`src/iirop_pkg.sv`:
```
package iirop_pkg;
   // ----------------------------------------
   // Register offsets
   // ----------------------------------------
   localparam logic [7:0] OFF_ENABLE   = 8'h00;
   localparam logic [7:0] OFF_BOARD_SWITCH_IDENTIFIER  = 8'h07;
   localparam logic [7:0] OFF_IO_LOW   = 8'hC0;
   localparam logic [7:0] OFF_IO_HIGH  = 8'hC4;
   // ----------------------------------------
   // Field positions and reset values
   // ----------------------------------------
   localparam int         ENABLE_BIT   = 0;
   localparam int         ID_LSB       = 2;
   localparam int         ID_WIDTH     = 4;
   localparam int         ADDR_WIDTH   = 8;
   localparam int         DATA_WIDTH   = 8;
   localparam logic       ENABLE_RESET = 1'b0;
   localparam logic [7:0] OUT_RESET    = 8'h00;
   localparam logic [7:0] UNDEF_READ   = 8'hFF;
endpackage

```
`src/iirop_out_reg.sv`:
```
`timescale 1ns/1ns
module iirop_out_reg #(
   parameter int WIDTH = 8
) (
   input  wire logic             sys_clk,
   input  wire logic             rst_sync_n,
   input  wire logic             load,
   input  wire logic             clear,
   input  wire logic [WIDTH-1:0] load_data,
   output logic      [WIDTH-1:0] q
);
   logic [WIDTH-1:0] next_q;

   generate
      if (WIDTH < 1) begin : g_bad_width
         $error("Register width must be at least 1");
      end
   endgenerate

   always_comb begin
      next_q = q;
      if (clear) begin
         next_q = '0;
      end else if (load) begin
         next_q = load_data;
      end
   end

   always_ff @(posedge sys_clk or negedge rst_sync_n) begin
      if (!rst_sync_n) begin
         q <= '0;
      end else begin
         q <= next_q;
      end
   end
endmodule

```
`src/iirop_top.sv`:
```
// Summary of operation
// - Enable bit resets low; while low all input and output operations are disabled.
// - Enable is bit 0 of write-only offset 0; 1 enables, 0 disables.
// - Offset 7 read returns card identifier in bits 5 to 2.
// - Identifier follows the four-position board switch, independent of slot.
// - Identifier bits read back inverted; software shifts, inverts, masks.
// - Reads at C0 and C4 return input channels 0-7 and 8-15.
// - Writes at C0 and C4 load relay channels 0-7 and 8-15.
// - Output bit 1 energizes relay to normally-open; 0 rests normally-closed.
// - Power-on, hardware or software reset clears output registers to zero.
// - Input read shows current input channel state at read time.
`timescale 1ns/1ns
module iirop_top (
   input  wire logic       sys_clk,
   input  wire logic       rst_n,
   input  wire logic [7:0] bus_addr,
   input  wire logic       bus_rd,
   input  wire logic       bus_wr,
   input  wire logic [7:0] bus_wdata,
   output logic      [7:0] bus_rdata,
   input  wire logic [3:0] identifier_dip_switch,
   input  wire logic [7:0] isolated_inputs_low,
   input  wire logic [7:0] isolated_inputs_high,
   output logic      [7:0] relay_outputs_low,
   output logic      [7:0] relay_outputs_high,
   output logic            channel_enable
);
   // ----------------------------------------
   // Elaboration checks
   // ----------------------------------------
   generate
      if (iirop_pkg::DATA_WIDTH != 8 || iirop_pkg::ADDR_WIDTH != 8) begin : g_bad_width
         $error("Bus and register width must be 8 bits");
      end
   endgenerate

   // ----------------------------------------
   // Reset release
   // ----------------------------------------
   logic [1:0] rst_pipe;
   logic       rst_sync_n;

   always_ff @(posedge sys_clk or negedge rst_n) begin
      if (!rst_n) begin
         rst_pipe <= 2'h0;
      end else begin
         rst_pipe <= {rst_pipe[0], 1'b1};
      end
   end
   assign rst_sync_n = rst_pipe[1];

   // ----------------------------------------
   // Decode
   // ----------------------------------------
   function automatic logic hit(input logic [7:0] a, input logic [7:0] off);
      hit = (a == off);
   endfunction

   logic wr_enable;
   logic wr_low;
   logic wr_high;
   logic disable_now;

   assign wr_enable   = bus_wr && hit(bus_addr, iirop_pkg::OFF_ENABLE);
   assign wr_low      = bus_wr && channel_enable && hit(bus_addr, iirop_pkg::OFF_IO_LOW);
   assign wr_high     = bus_wr && channel_enable && hit(bus_addr, iirop_pkg::OFF_IO_HIGH);
   assign disable_now = wr_enable && !bus_wdata[iirop_pkg::ENABLE_BIT];

   // ----------------------------------------
   // Enable register
   // ----------------------------------------
   logic next_channel_enable;

   always_comb begin
      next_channel_enable = channel_enable;
      if (wr_enable) begin
         next_channel_enable = bus_wdata[iirop_pkg::ENABLE_BIT];
      end
   end

   always_ff @(posedge sys_clk or negedge rst_sync_n) begin
      if (!rst_sync_n) begin
         channel_enable <= iirop_pkg::ENABLE_RESET;
      end else begin
         channel_enable <= next_channel_enable;
      end
   end

   // ----------------------------------------
   // Relay output registers
   // ----------------------------------------
   // Software disable clears relays to normally-closed
   iirop_out_reg #(.WIDTH(iirop_pkg::DATA_WIDTH)) u_out_low (
      .sys_clk    (sys_clk),
      .rst_sync_n (rst_sync_n),
      .load       (wr_low),
      .clear      (disable_now),
      .load_data  (bus_wdata),
      .q          (relay_outputs_low)
   );

   iirop_out_reg #(.WIDTH(iirop_pkg::DATA_WIDTH)) u_out_high (
      .sys_clk    (sys_clk),
      .rst_sync_n (rst_sync_n),
      .load       (wr_high),
      .clear      (disable_now),
      .load_data  (bus_wdata),
      .q          (relay_outputs_high)
   );

   // ----------------------------------------
   // Read data
   // ----------------------------------------
   logic [7:0] next_rdata;

   always_comb begin
      next_rdata = bus_rdata;
      if (bus_rd) begin
         next_rdata = iirop_pkg::UNDEF_READ;
         if (hit(bus_addr, iirop_pkg::OFF_BOARD_SWITCH_IDENTIFIER)) begin
            next_rdata = {2'h3, ~identifier_dip_switch, 2'h3};
         end else if (hit(bus_addr, iirop_pkg::OFF_IO_LOW)) begin
            next_rdata = channel_enable ? isolated_inputs_low : 8'h00;
         end else if (hit(bus_addr, iirop_pkg::OFF_IO_HIGH)) begin
            next_rdata = channel_enable ? isolated_inputs_high : 8'h00;
         end
      end
   end

   always_ff @(posedge sys_clk or negedge rst_sync_n) begin
      if (!rst_sync_n) begin
         bus_rdata <= 8'h00;
      end else begin
         bus_rdata <= next_rdata;
      end
   end

   // ----------------------------------------
   // Checks
   // ----------------------------------------
   enable_low_out_a: assert property (@(posedge sys_clk) disable iff (!rst_sync_n)
      !channel_enable |=> ($stable(relay_outputs_low) || relay_outputs_low == 8'h00))
      else $error("relay low changed while disabled");
   enable_write_a: assert property (@(posedge sys_clk) disable iff (!rst_sync_n)
      wr_enable |=> channel_enable == $past(bus_wdata[0]))
      else $error("enable bit not taken");
   board_switch_identifier_read_a: assert property (@(posedge sys_clk) disable iff (!rst_sync_n)
      bus_rd && bus_addr == 8'h07 |=> bus_rdata[5:2] == ~$past(identifier_dip_switch))
      else $error("board_switch_identifier wrong");
   input_read_a: assert property (@(posedge sys_clk) disable iff (!rst_sync_n)
      bus_rd && channel_enable && bus_addr == 8'hC4 |=> bus_rdata == $past(isolated_inputs_high))
      else $error("input high read wrong");
   out_load_low_a: assert property (@(posedge sys_clk) disable iff (!rst_sync_n)
      bus_wr && channel_enable && bus_addr == 8'hC0 |=> relay_outputs_low == $past(bus_wdata))
      else $error("relay low not loaded");
   out_load_high_a: assert property (@(posedge sys_clk) disable iff (!rst_sync_n)
      bus_wr && channel_enable && bus_addr == 8'hC4 |=> relay_outputs_high == $past(bus_wdata))
      else $error("relay high not loaded");
   sw_clear_a: assert property (@(posedge sys_clk) disable iff (!rst_sync_n)
      bus_wr && bus_addr == 8'h00 && !bus_wdata[0] |=> relay_outputs_low == 8'h00 && relay_outputs_high == 8'h00)
      else $error("relays not cleared");
   id_write_a: assert property (@(posedge sys_clk) disable iff (!rst_sync_n)
      bus_wr && bus_addr == 8'h07 |=> $stable(channel_enable) && $stable(relay_outputs_high))
      else $error("id write had effect");

   // ----------------------------------------
   // Read, reset, refusal and hold checks
   // ----------------------------------------
   input_low_read_a: assert property (@(posedge sys_clk) disable iff (!rst_sync_n)
      bus_rd && channel_enable && bus_addr == iirop_pkg::OFF_IO_LOW |=> bus_rdata == $past(isolated_inputs_low))
      else $error("input low read wrong");

   off_read_low_a: assert property (@(posedge sys_clk) disable iff (!rst_sync_n)
      bus_rd && !channel_enable && bus_addr == iirop_pkg::OFF_IO_LOW |=> bus_rdata == 8'h00)
      else $error("disabled low read not zero");

   off_read_high_a: assert property (@(posedge sys_clk) disable iff (!rst_sync_n)
      bus_rd && !channel_enable && bus_addr == iirop_pkg::OFF_IO_HIGH |=> bus_rdata == 8'h00)
      else $error("disabled high read not zero");

   off_write_low_a: assert property (@(posedge sys_clk) disable iff (!rst_sync_n)
      bus_wr && !channel_enable && bus_addr == iirop_pkg::OFF_IO_LOW |=> $stable(relay_outputs_low))
      else $error("disabled low write took effect");

   off_write_high_a: assert property (@(posedge sys_clk) disable iff (!rst_sync_n)
      bus_wr && !channel_enable && bus_addr == iirop_pkg::OFF_IO_HIGH |=> $stable(relay_outputs_high))
      else $error("disabled high write took effect");

   reset_clear_a: assert property (@(posedge sys_clk)
      !rst_sync_n |-> relay_outputs_low == 8'h00 && relay_outputs_high == 8'h00 && !channel_enable)
      else $error("outputs not clear in reset");

   enable_read_a: assert property (@(posedge sys_clk) disable iff (!rst_sync_n)
      bus_rd && bus_addr == iirop_pkg::OFF_ENABLE |=> bus_rdata == iirop_pkg::UNDEF_READ)
      else $error("enable offset read wrong");

   id_reserved_a: assert property (@(posedge sys_clk) disable iff (!rst_sync_n)
      bus_rd && bus_addr == iirop_pkg::OFF_BOARD_SWITCH_IDENTIFIER |=> bus_rdata[7:6] == 2'h3 && bus_rdata[1:0] == 2'h3)
      else $error("id reserved bits wrong");

   rdata_hold_a: assert property (@(posedge sys_clk) disable iff (!rst_sync_n)
      !bus_rd |=> $stable(bus_rdata))
      else $error("read data changed without read");

   relay_hold_low_a: assert property (@(posedge sys_clk) disable iff (!rst_sync_n)
      !bus_wr |=> $stable(relay_outputs_low))
      else $error("relay low changed without write");

   relay_hold_high_a: assert property (@(posedge sys_clk) disable iff (!rst_sync_n)
      !bus_wr |=> $stable(relay_outputs_high))
      else $error("relay high changed without write");

   id_write_low_a: assert property (@(posedge sys_clk) disable iff (!rst_sync_n)
      bus_wr && bus_addr == iirop_pkg::OFF_BOARD_SWITCH_IDENTIFIER |=> $stable(relay_outputs_low))
      else $error("id write changed relay low");

   enable_hold_a: assert property (@(posedge sys_clk) disable iff (!rst_sync_n)
      !(bus_wr && bus_addr == iirop_pkg::OFF_ENABLE) |=> $stable(channel_enable))
      else $error("enable changed without write");

   enable_set_keep_a: assert property (@(posedge sys_clk) disable iff (!rst_sync_n)
      bus_wr && bus_addr == iirop_pkg::OFF_ENABLE && bus_wdata[0] |=> $stable(relay_outputs_low))
      else $error("enabling changed relays");

   unmapped_read_a: assert property (@(posedge sys_clk) disable iff (!rst_sync_n)
      bus_rd && bus_addr != iirop_pkg::OFF_BOARD_SWITCH_IDENTIFIER && bus_addr != iirop_pkg::OFF_IO_LOW
      && bus_addr != iirop_pkg::OFF_IO_HIGH |=> bus_rdata == iirop_pkg::UNDEF_READ)
      else $error("unmapped read wrong");
endmodule

```
`config.mk`:
```
export PLATFORM = sky130hd
export DESIGN_NAME = iirop_top
export DESIGN_NICKNAME = d
export VERILOG_FILES = /design/src/iirop_pkg.sv /design/src/iirop_out_reg.sv /design/src/iirop_top.sv
export SDC_FILE = /design/constraint.sdc
export NUM_CORES = 1
export LEC_CHECK = 0
export BUFFER_PORTS_ARGS = -buffer_cell sky130_fd_sc_hd__buf_2
export CAP_MARGIN = 5
export CORE_ASPECT_RATIO = 1.2
export CORE_MARGIN = 2
export CORE_UTILIZATION = 45
export CTS_BUF_LIST = sky130_fd_sc_hd__clkbuf_8 sky130_fd_sc_hd__clkbuf_16
export DETAILED_ROUTE_END_ITERATION = 6
export GPL_TIMING_DRIVEN = 0
export PLACE_DENSITY = 0.78
export SYNTH_ARGS = -nofsm -noshare
export SYNTH_HDL_FRONTEND = slang
export SYNTH_HIERARCHICAL = 1
export SYNTH_SLANG_ARGS = --single-unit
```
`constraint.sdc`:
```
create_clock -name sys_clk -period 1.35 [get_ports sys_clk]
set_clock_uncertainty 0.15 [all_clocks]
set_input_delay 0.135 -clock sys_clk [delete_from_list [all_inputs] [get_ports sys_clk]]
set_output_delay 0.135 -clock sys_clk [all_outputs]
set_load 0.01 [all_outputs]
```
## Word level (Yosys, flattened, before mapping)

Cells that the tools add are included.

- Equality and inequality tests: 3
- Multiplexer cells: 9
- Bitwise operators: 1
- Reductions and logical operators: 9

Operator list:

| cell | number |
|---|---|
| 8-bit two-way mux | 9 |
| 8-bit == test (second input constant) | 2 |
| 8-bit by 3-bit == test with 1-bit output (second input constant) | 1 |
| 8-bit logical NOT | 1 |
| 1-bit logical AND | 5 |
| 4-bit NOT | 1 |
| 2-bit nonzero test | 2 |
| 1-bit logical NOT | 1 |

- Bits in registers: 27
- Input port bits: 40

## Longest topological paths before layout

- Depth after elaboration: 4
- Depth in mapped cells: 7
- Mapped depth without buffers: 5

## Hierarchy

The synthesis kept the hierarchy.

By module, submodules not included:

| module | instances | cells an instance | area each (um^2) | seq. area each (um^2) |
|---|---|---|---|---|
| iirop_top | 1 | 62 | 694.4 | 275.3 |
| iirop_out_reg | 2 | 26 | 325.3 | 200.2 |

## Worst setup path after synthesis

OpenSTA, ideal clock, no wires.

- Kind: register to register
- From: register channel_enable
- To: register u_out_low.q[0]
- Library setup time: 128 ps
- Arrival time: 1375 ps
- Data required time: 1072 ps
- Path slack: -304 ps
- Stages on the path, launching flop included: 7
- Path buffers: 2
- Period minus slack after synthesis: 1654 ps
- Cells stage by stage: dfrtp_1 > clkbuf_1 > nand2_1 > nor4_1 > buf_6 > mux2i_1 > nor2_1

- Word-level cells in the longest chain between the ends: 3

RTL lines:

| element | line | source |
|---|---|---|
| from (decl) | iirop_top.sv:26 | `output logic channel_enable` |
| from (signal assigned) | iirop_top.sv:83 | `channel_enable <= iirop_pkg::ENABLE_RESET;` |
| from (signal assigned) | iirop_top.sv:85 | `channel_enable <= next_channel_enable;` |
| 1-bit logical AND (2 in a row) | iirop_top.sv:65 | `assign wr_low = bus_wr && channel_enable && hit(bus_addr, iirop_pkg::OFF_IO_LOW);` |
| net wr_low | iirop_top.sv:60 | `logic wr_low;` |
| 2-bit nonzero test (no source line) | - |  |
| to (signal assigned) | iirop_out_reg.sv:33 | `q <= next_q;` |
| to (decl) | iirop_out_reg.sv:10 | `output logic [WIDTH-1:0] q` |

The timed path passes the listed nets, and every way through them passes these cells.
A chain may end at the register's enable or synchronous reset.

## Worst setup path in the final report

- From: register channel_enable
- To: register u_out_low.q[1]

Same word-level chain as after synthesis.

==> flow_metrics.py <==
metrics = {
    "route": {
        "routedWlPerCell_um": 13.9,
        "viasPerCell": 5.05,
        "drcViolationCount": 0,
        "vias": 1186,
        "first_iter_violations": 16,
        "top_layer": "met4",
        "wl_met2_um": 1740,
        "drt-met1-wl_um": 1300,
        "route.met3.wl_um": 224,
        "drt_pre_antenna_iters": 4,
        "drt-total-wl_um": 3270,
        "ant_nets": 0,
    },
    "worst_setup_path": {
        "critPathCaptureType": "flip-flop",
        "reg2reg_slack_ns": -0.09,
        "r2r_end": "u_out_low/q[1]",
        "reg2reg_from": "channel_enable",
        "start_kind": "flip-flop",
        "required_ns": 1.35,
        "crit_type": "flip-flop to flip-flop",
        "ff2ff_path_depth": 6,
        "critical_path.max_fanout": 8,
        "arrival_ns": 1.44,
    },
    "floorplanning": {
        "start_util": 0.478,
        "die-width_um": 53.9,
        "dieArea_sq_mm": 0.00344,
        "core_sq_mm": 0.00281,
        "io_pins": 65,
        "die_h_um": 63.9,
        "rows": 21,
    },
    "yosys": {
        "syn-num-nets": 154,
        "yosys-top-cells-area": "dfrtp_1 50%, mux2i_1 12%, nor2_1 6.7%",
        "avgSynthCellArea_sq_um": 11.8,
        "ys_types": 27,
        "synth.top_cell.area_share": 0.502,
        "synth_top_area_cell": "dfrtp_1",
        "ys_ff_latch": 27,
        "yosysWarnings": 6,
        "yosysSeqAreaShare": 0.502,
        "syn_inst": 114,
        "syn_area_sq_mm": 0.00135,
    },
    "clock_tree": {
        "h-tree-depth": 1,
        "clock_latency_ns": 0.27,
        "cts_root_buf": "clkbuf_8",
        "path_clk_slew_ns": 0.09,
        "clockBufferDepth": 2,
        "cts_buffers": 3,
        "cts_tree": "built",
        "cts_sinks": 27,
    },
    "worst_hold_path": {
        "min_path_type": "input port to flip-flop",
        "hp-start": "bus_wdata[0]",
        "hold_path_end": "u_out_high/q[0]",
        "hold_depth": 3,
    },
    "timing": {
        "maxSlewHeadroom": 0.635,
        "fmax_mhz": 694,
        "slew_violations": 0,
        "rsz0062_at_grt": "true",
        "fin_hold_ws_ns": 0.00201,
        "finalCritPeriodShare": 1.07,
        "fin_crit_ns": 1.44,
        "setup_viol": 19,
        "tns_ns": -1.12,
        "worstMarginPinSlew_ns": 0.547,
        "timing.final.ws_setup_ns": -0.0911,
        "final_hold_viol_count": 0,
    },
    "grt": {
        "grt_overflow": 0,
        "grt_pass1_wl_um": 5220,
        "grt.total_usage": 0.204,
        "grt_antenna_before_repair": 0,
        "grt_pass1_vias": 1192,
        "grt_max_degree": 26,
    },
    "power_and_ir_drop": {
        "powerDensity_mw_per_mm2": 746,
        "vdd_drop_max_mv": 0.715,
        "power.leakage_nw": 0.983,
    },
    "layout": {
        "layout.nets": 242,
        "multi_input_area_sq_um": 651,
        "utilization": 0.708,
        "syn_to_final_growth_pct": 48.0,
        "diodes": 0,
        "drive_gt1_frac": 0.498,
        "regArea_sq_um": 677,
        "final_common_cell": "buf_2",
        "fillers": 207,
        "layout_common_cells": "64 x buf_2, 26 x dfrtp_1, 24 x nor2_1, 16 x mux2i_1, 13 x dlygate4sd3_1",
    },
    "place": {
        "place_ws_ns": -0.555,
        "hpwl_um": 2330,
        "portBuffers": 64,
        "place.gp.congestion": 0.686,
    },
    "outcome": {
        "outcome": "finished, violations left",
        "violations": "setup timing",
    },
    "run": {
        "max-cap-violations": 0,
    },
}
[metrics by stage]
| stage | cells | power, mW | instance area, sq um |
|---|---|---|---|
| 6_report | 235 | 1.49 | 1990 |
| 5_1_grt | 235 | 1.55 | 1990 |
| 4_1_cts | 234 | 1.50 | 1980 |
| 3_5_place_dp | 212 | 0.999 | 1720 |
| 3_3_place_gp | 212 | 0.992 | 1720 |
| 2_1_floorplan | 114 | 0.913 | 1360 |
[flip-flops by register name, summed over array words and instances (netlist names)]
name and cells:
channel_enable 1, u_out_high/q 8, bus_rdata 8, u_out_low/q 8
rst_pipe 2
[synth_stat cells, drive strengths merged]
| master | number |
|---|---|
| a2111oi | 4 |
| a211oi | 4 |
| a31oi | 4 |
| and3 | 1 |
| and4 | 1 |
| and4b | 1 |
| and4bb | 1 |
| buf | 6 |
| clkbuf | 2 |
| conb | 1 |
| dfrtp | 27 |
| inv | 1 |
| mux2 | 9 |
| mux2i | 16 |
| nand2 | 5 |
| nand3b | 1 |
| nand4bb | 1 |
| nor2 | 25 |
| nor2b | 1 |
| nor4 | 2 |
| or3 | 1 |
[area by class of cell]
class / instances / share of cell area
Timing Repair Buffer: 84 / 0.256
Clock inverter: 1 / 0.00251
Tap cell: 34 / 0.0214
Buffer: 7 / 0.0308
Multi-Input combinational cell: 78 / 0.327
Sequential cell: 27 / 0.340
Inverter: 1 / 0.00189
Clock buffer: 3 / 0.0207
[cell families (layout without fill, tap and decap cells)]
| family | count (synthesis) | after routing | share of synthesized area |
|---|---|---|---|
| flops | 27 | 27 | 0.502 |
| mux | 25 | 25 | 0.203 |
| other cells | 1 | 1 | 0.00279 |
| buf+inv | 9 | 96 | 0.0474 |
| compound gates | 12 | 12 | 0.0735 |
| simple gates | 40 | 40 | 0.171 |
[worst max-delay path by stage]
stage	endpoint	from
detailed placement	u_out_high/q[4]	bus_addr[4]
global route	u_out_low/q[0]	channel_enable
global placement	u_out_high/q[3]	bus_addr[4]
CTS	u_out_low/q[6]	channel_enable
floorplan	u_out_high/q[0]	bus_addr[1]
finish	u_out_low/q[1]	channel_enable
[what timing repair did]
action / CTS / global route
hold endpoints to repair: 21 / 0
gates cloned: 0 / 0
endpoints found under the setup margin: 18 / 44
setup buffers: 6 / 1
pin swaps: 3 / 2
resized for setup: 9 / 3
hold buffers: 13 / 0
[worst max-delay path, cell delays in order, from the launching register on]
cell     delay, ns
dfrtp_1       0.40
buf_8         0.13
nand2_4       0.05
nor4_4        0.14
buf_6         0.19
mux2i_1       0.20
nor2_1        0.06
[routing by layer]
metal / track usage / vias up
li1: - / 579
met1: 0.238 / 561
met2: 0.360 / 44
met3: 0.0397 / 2
met4: 0.0641 / 0
met5: 0 / -
[report_power, final]
| part | total (mW) | switching [mW] | internal (mW) | leakage, nW |
|---|---|---|---|---|
| clock network | 0.450 | 0.243 | 0.207 | 0.0255 |
| logic | 0.203 | 0.0799 | 0.123 | 0.627 |
| registers | 0.833 | 0.0175 | 0.816 | 0.330 |
| total | 1.49 | 0.341 | 1.15 | 0.983 |
(Power assumes the default switching activity.)
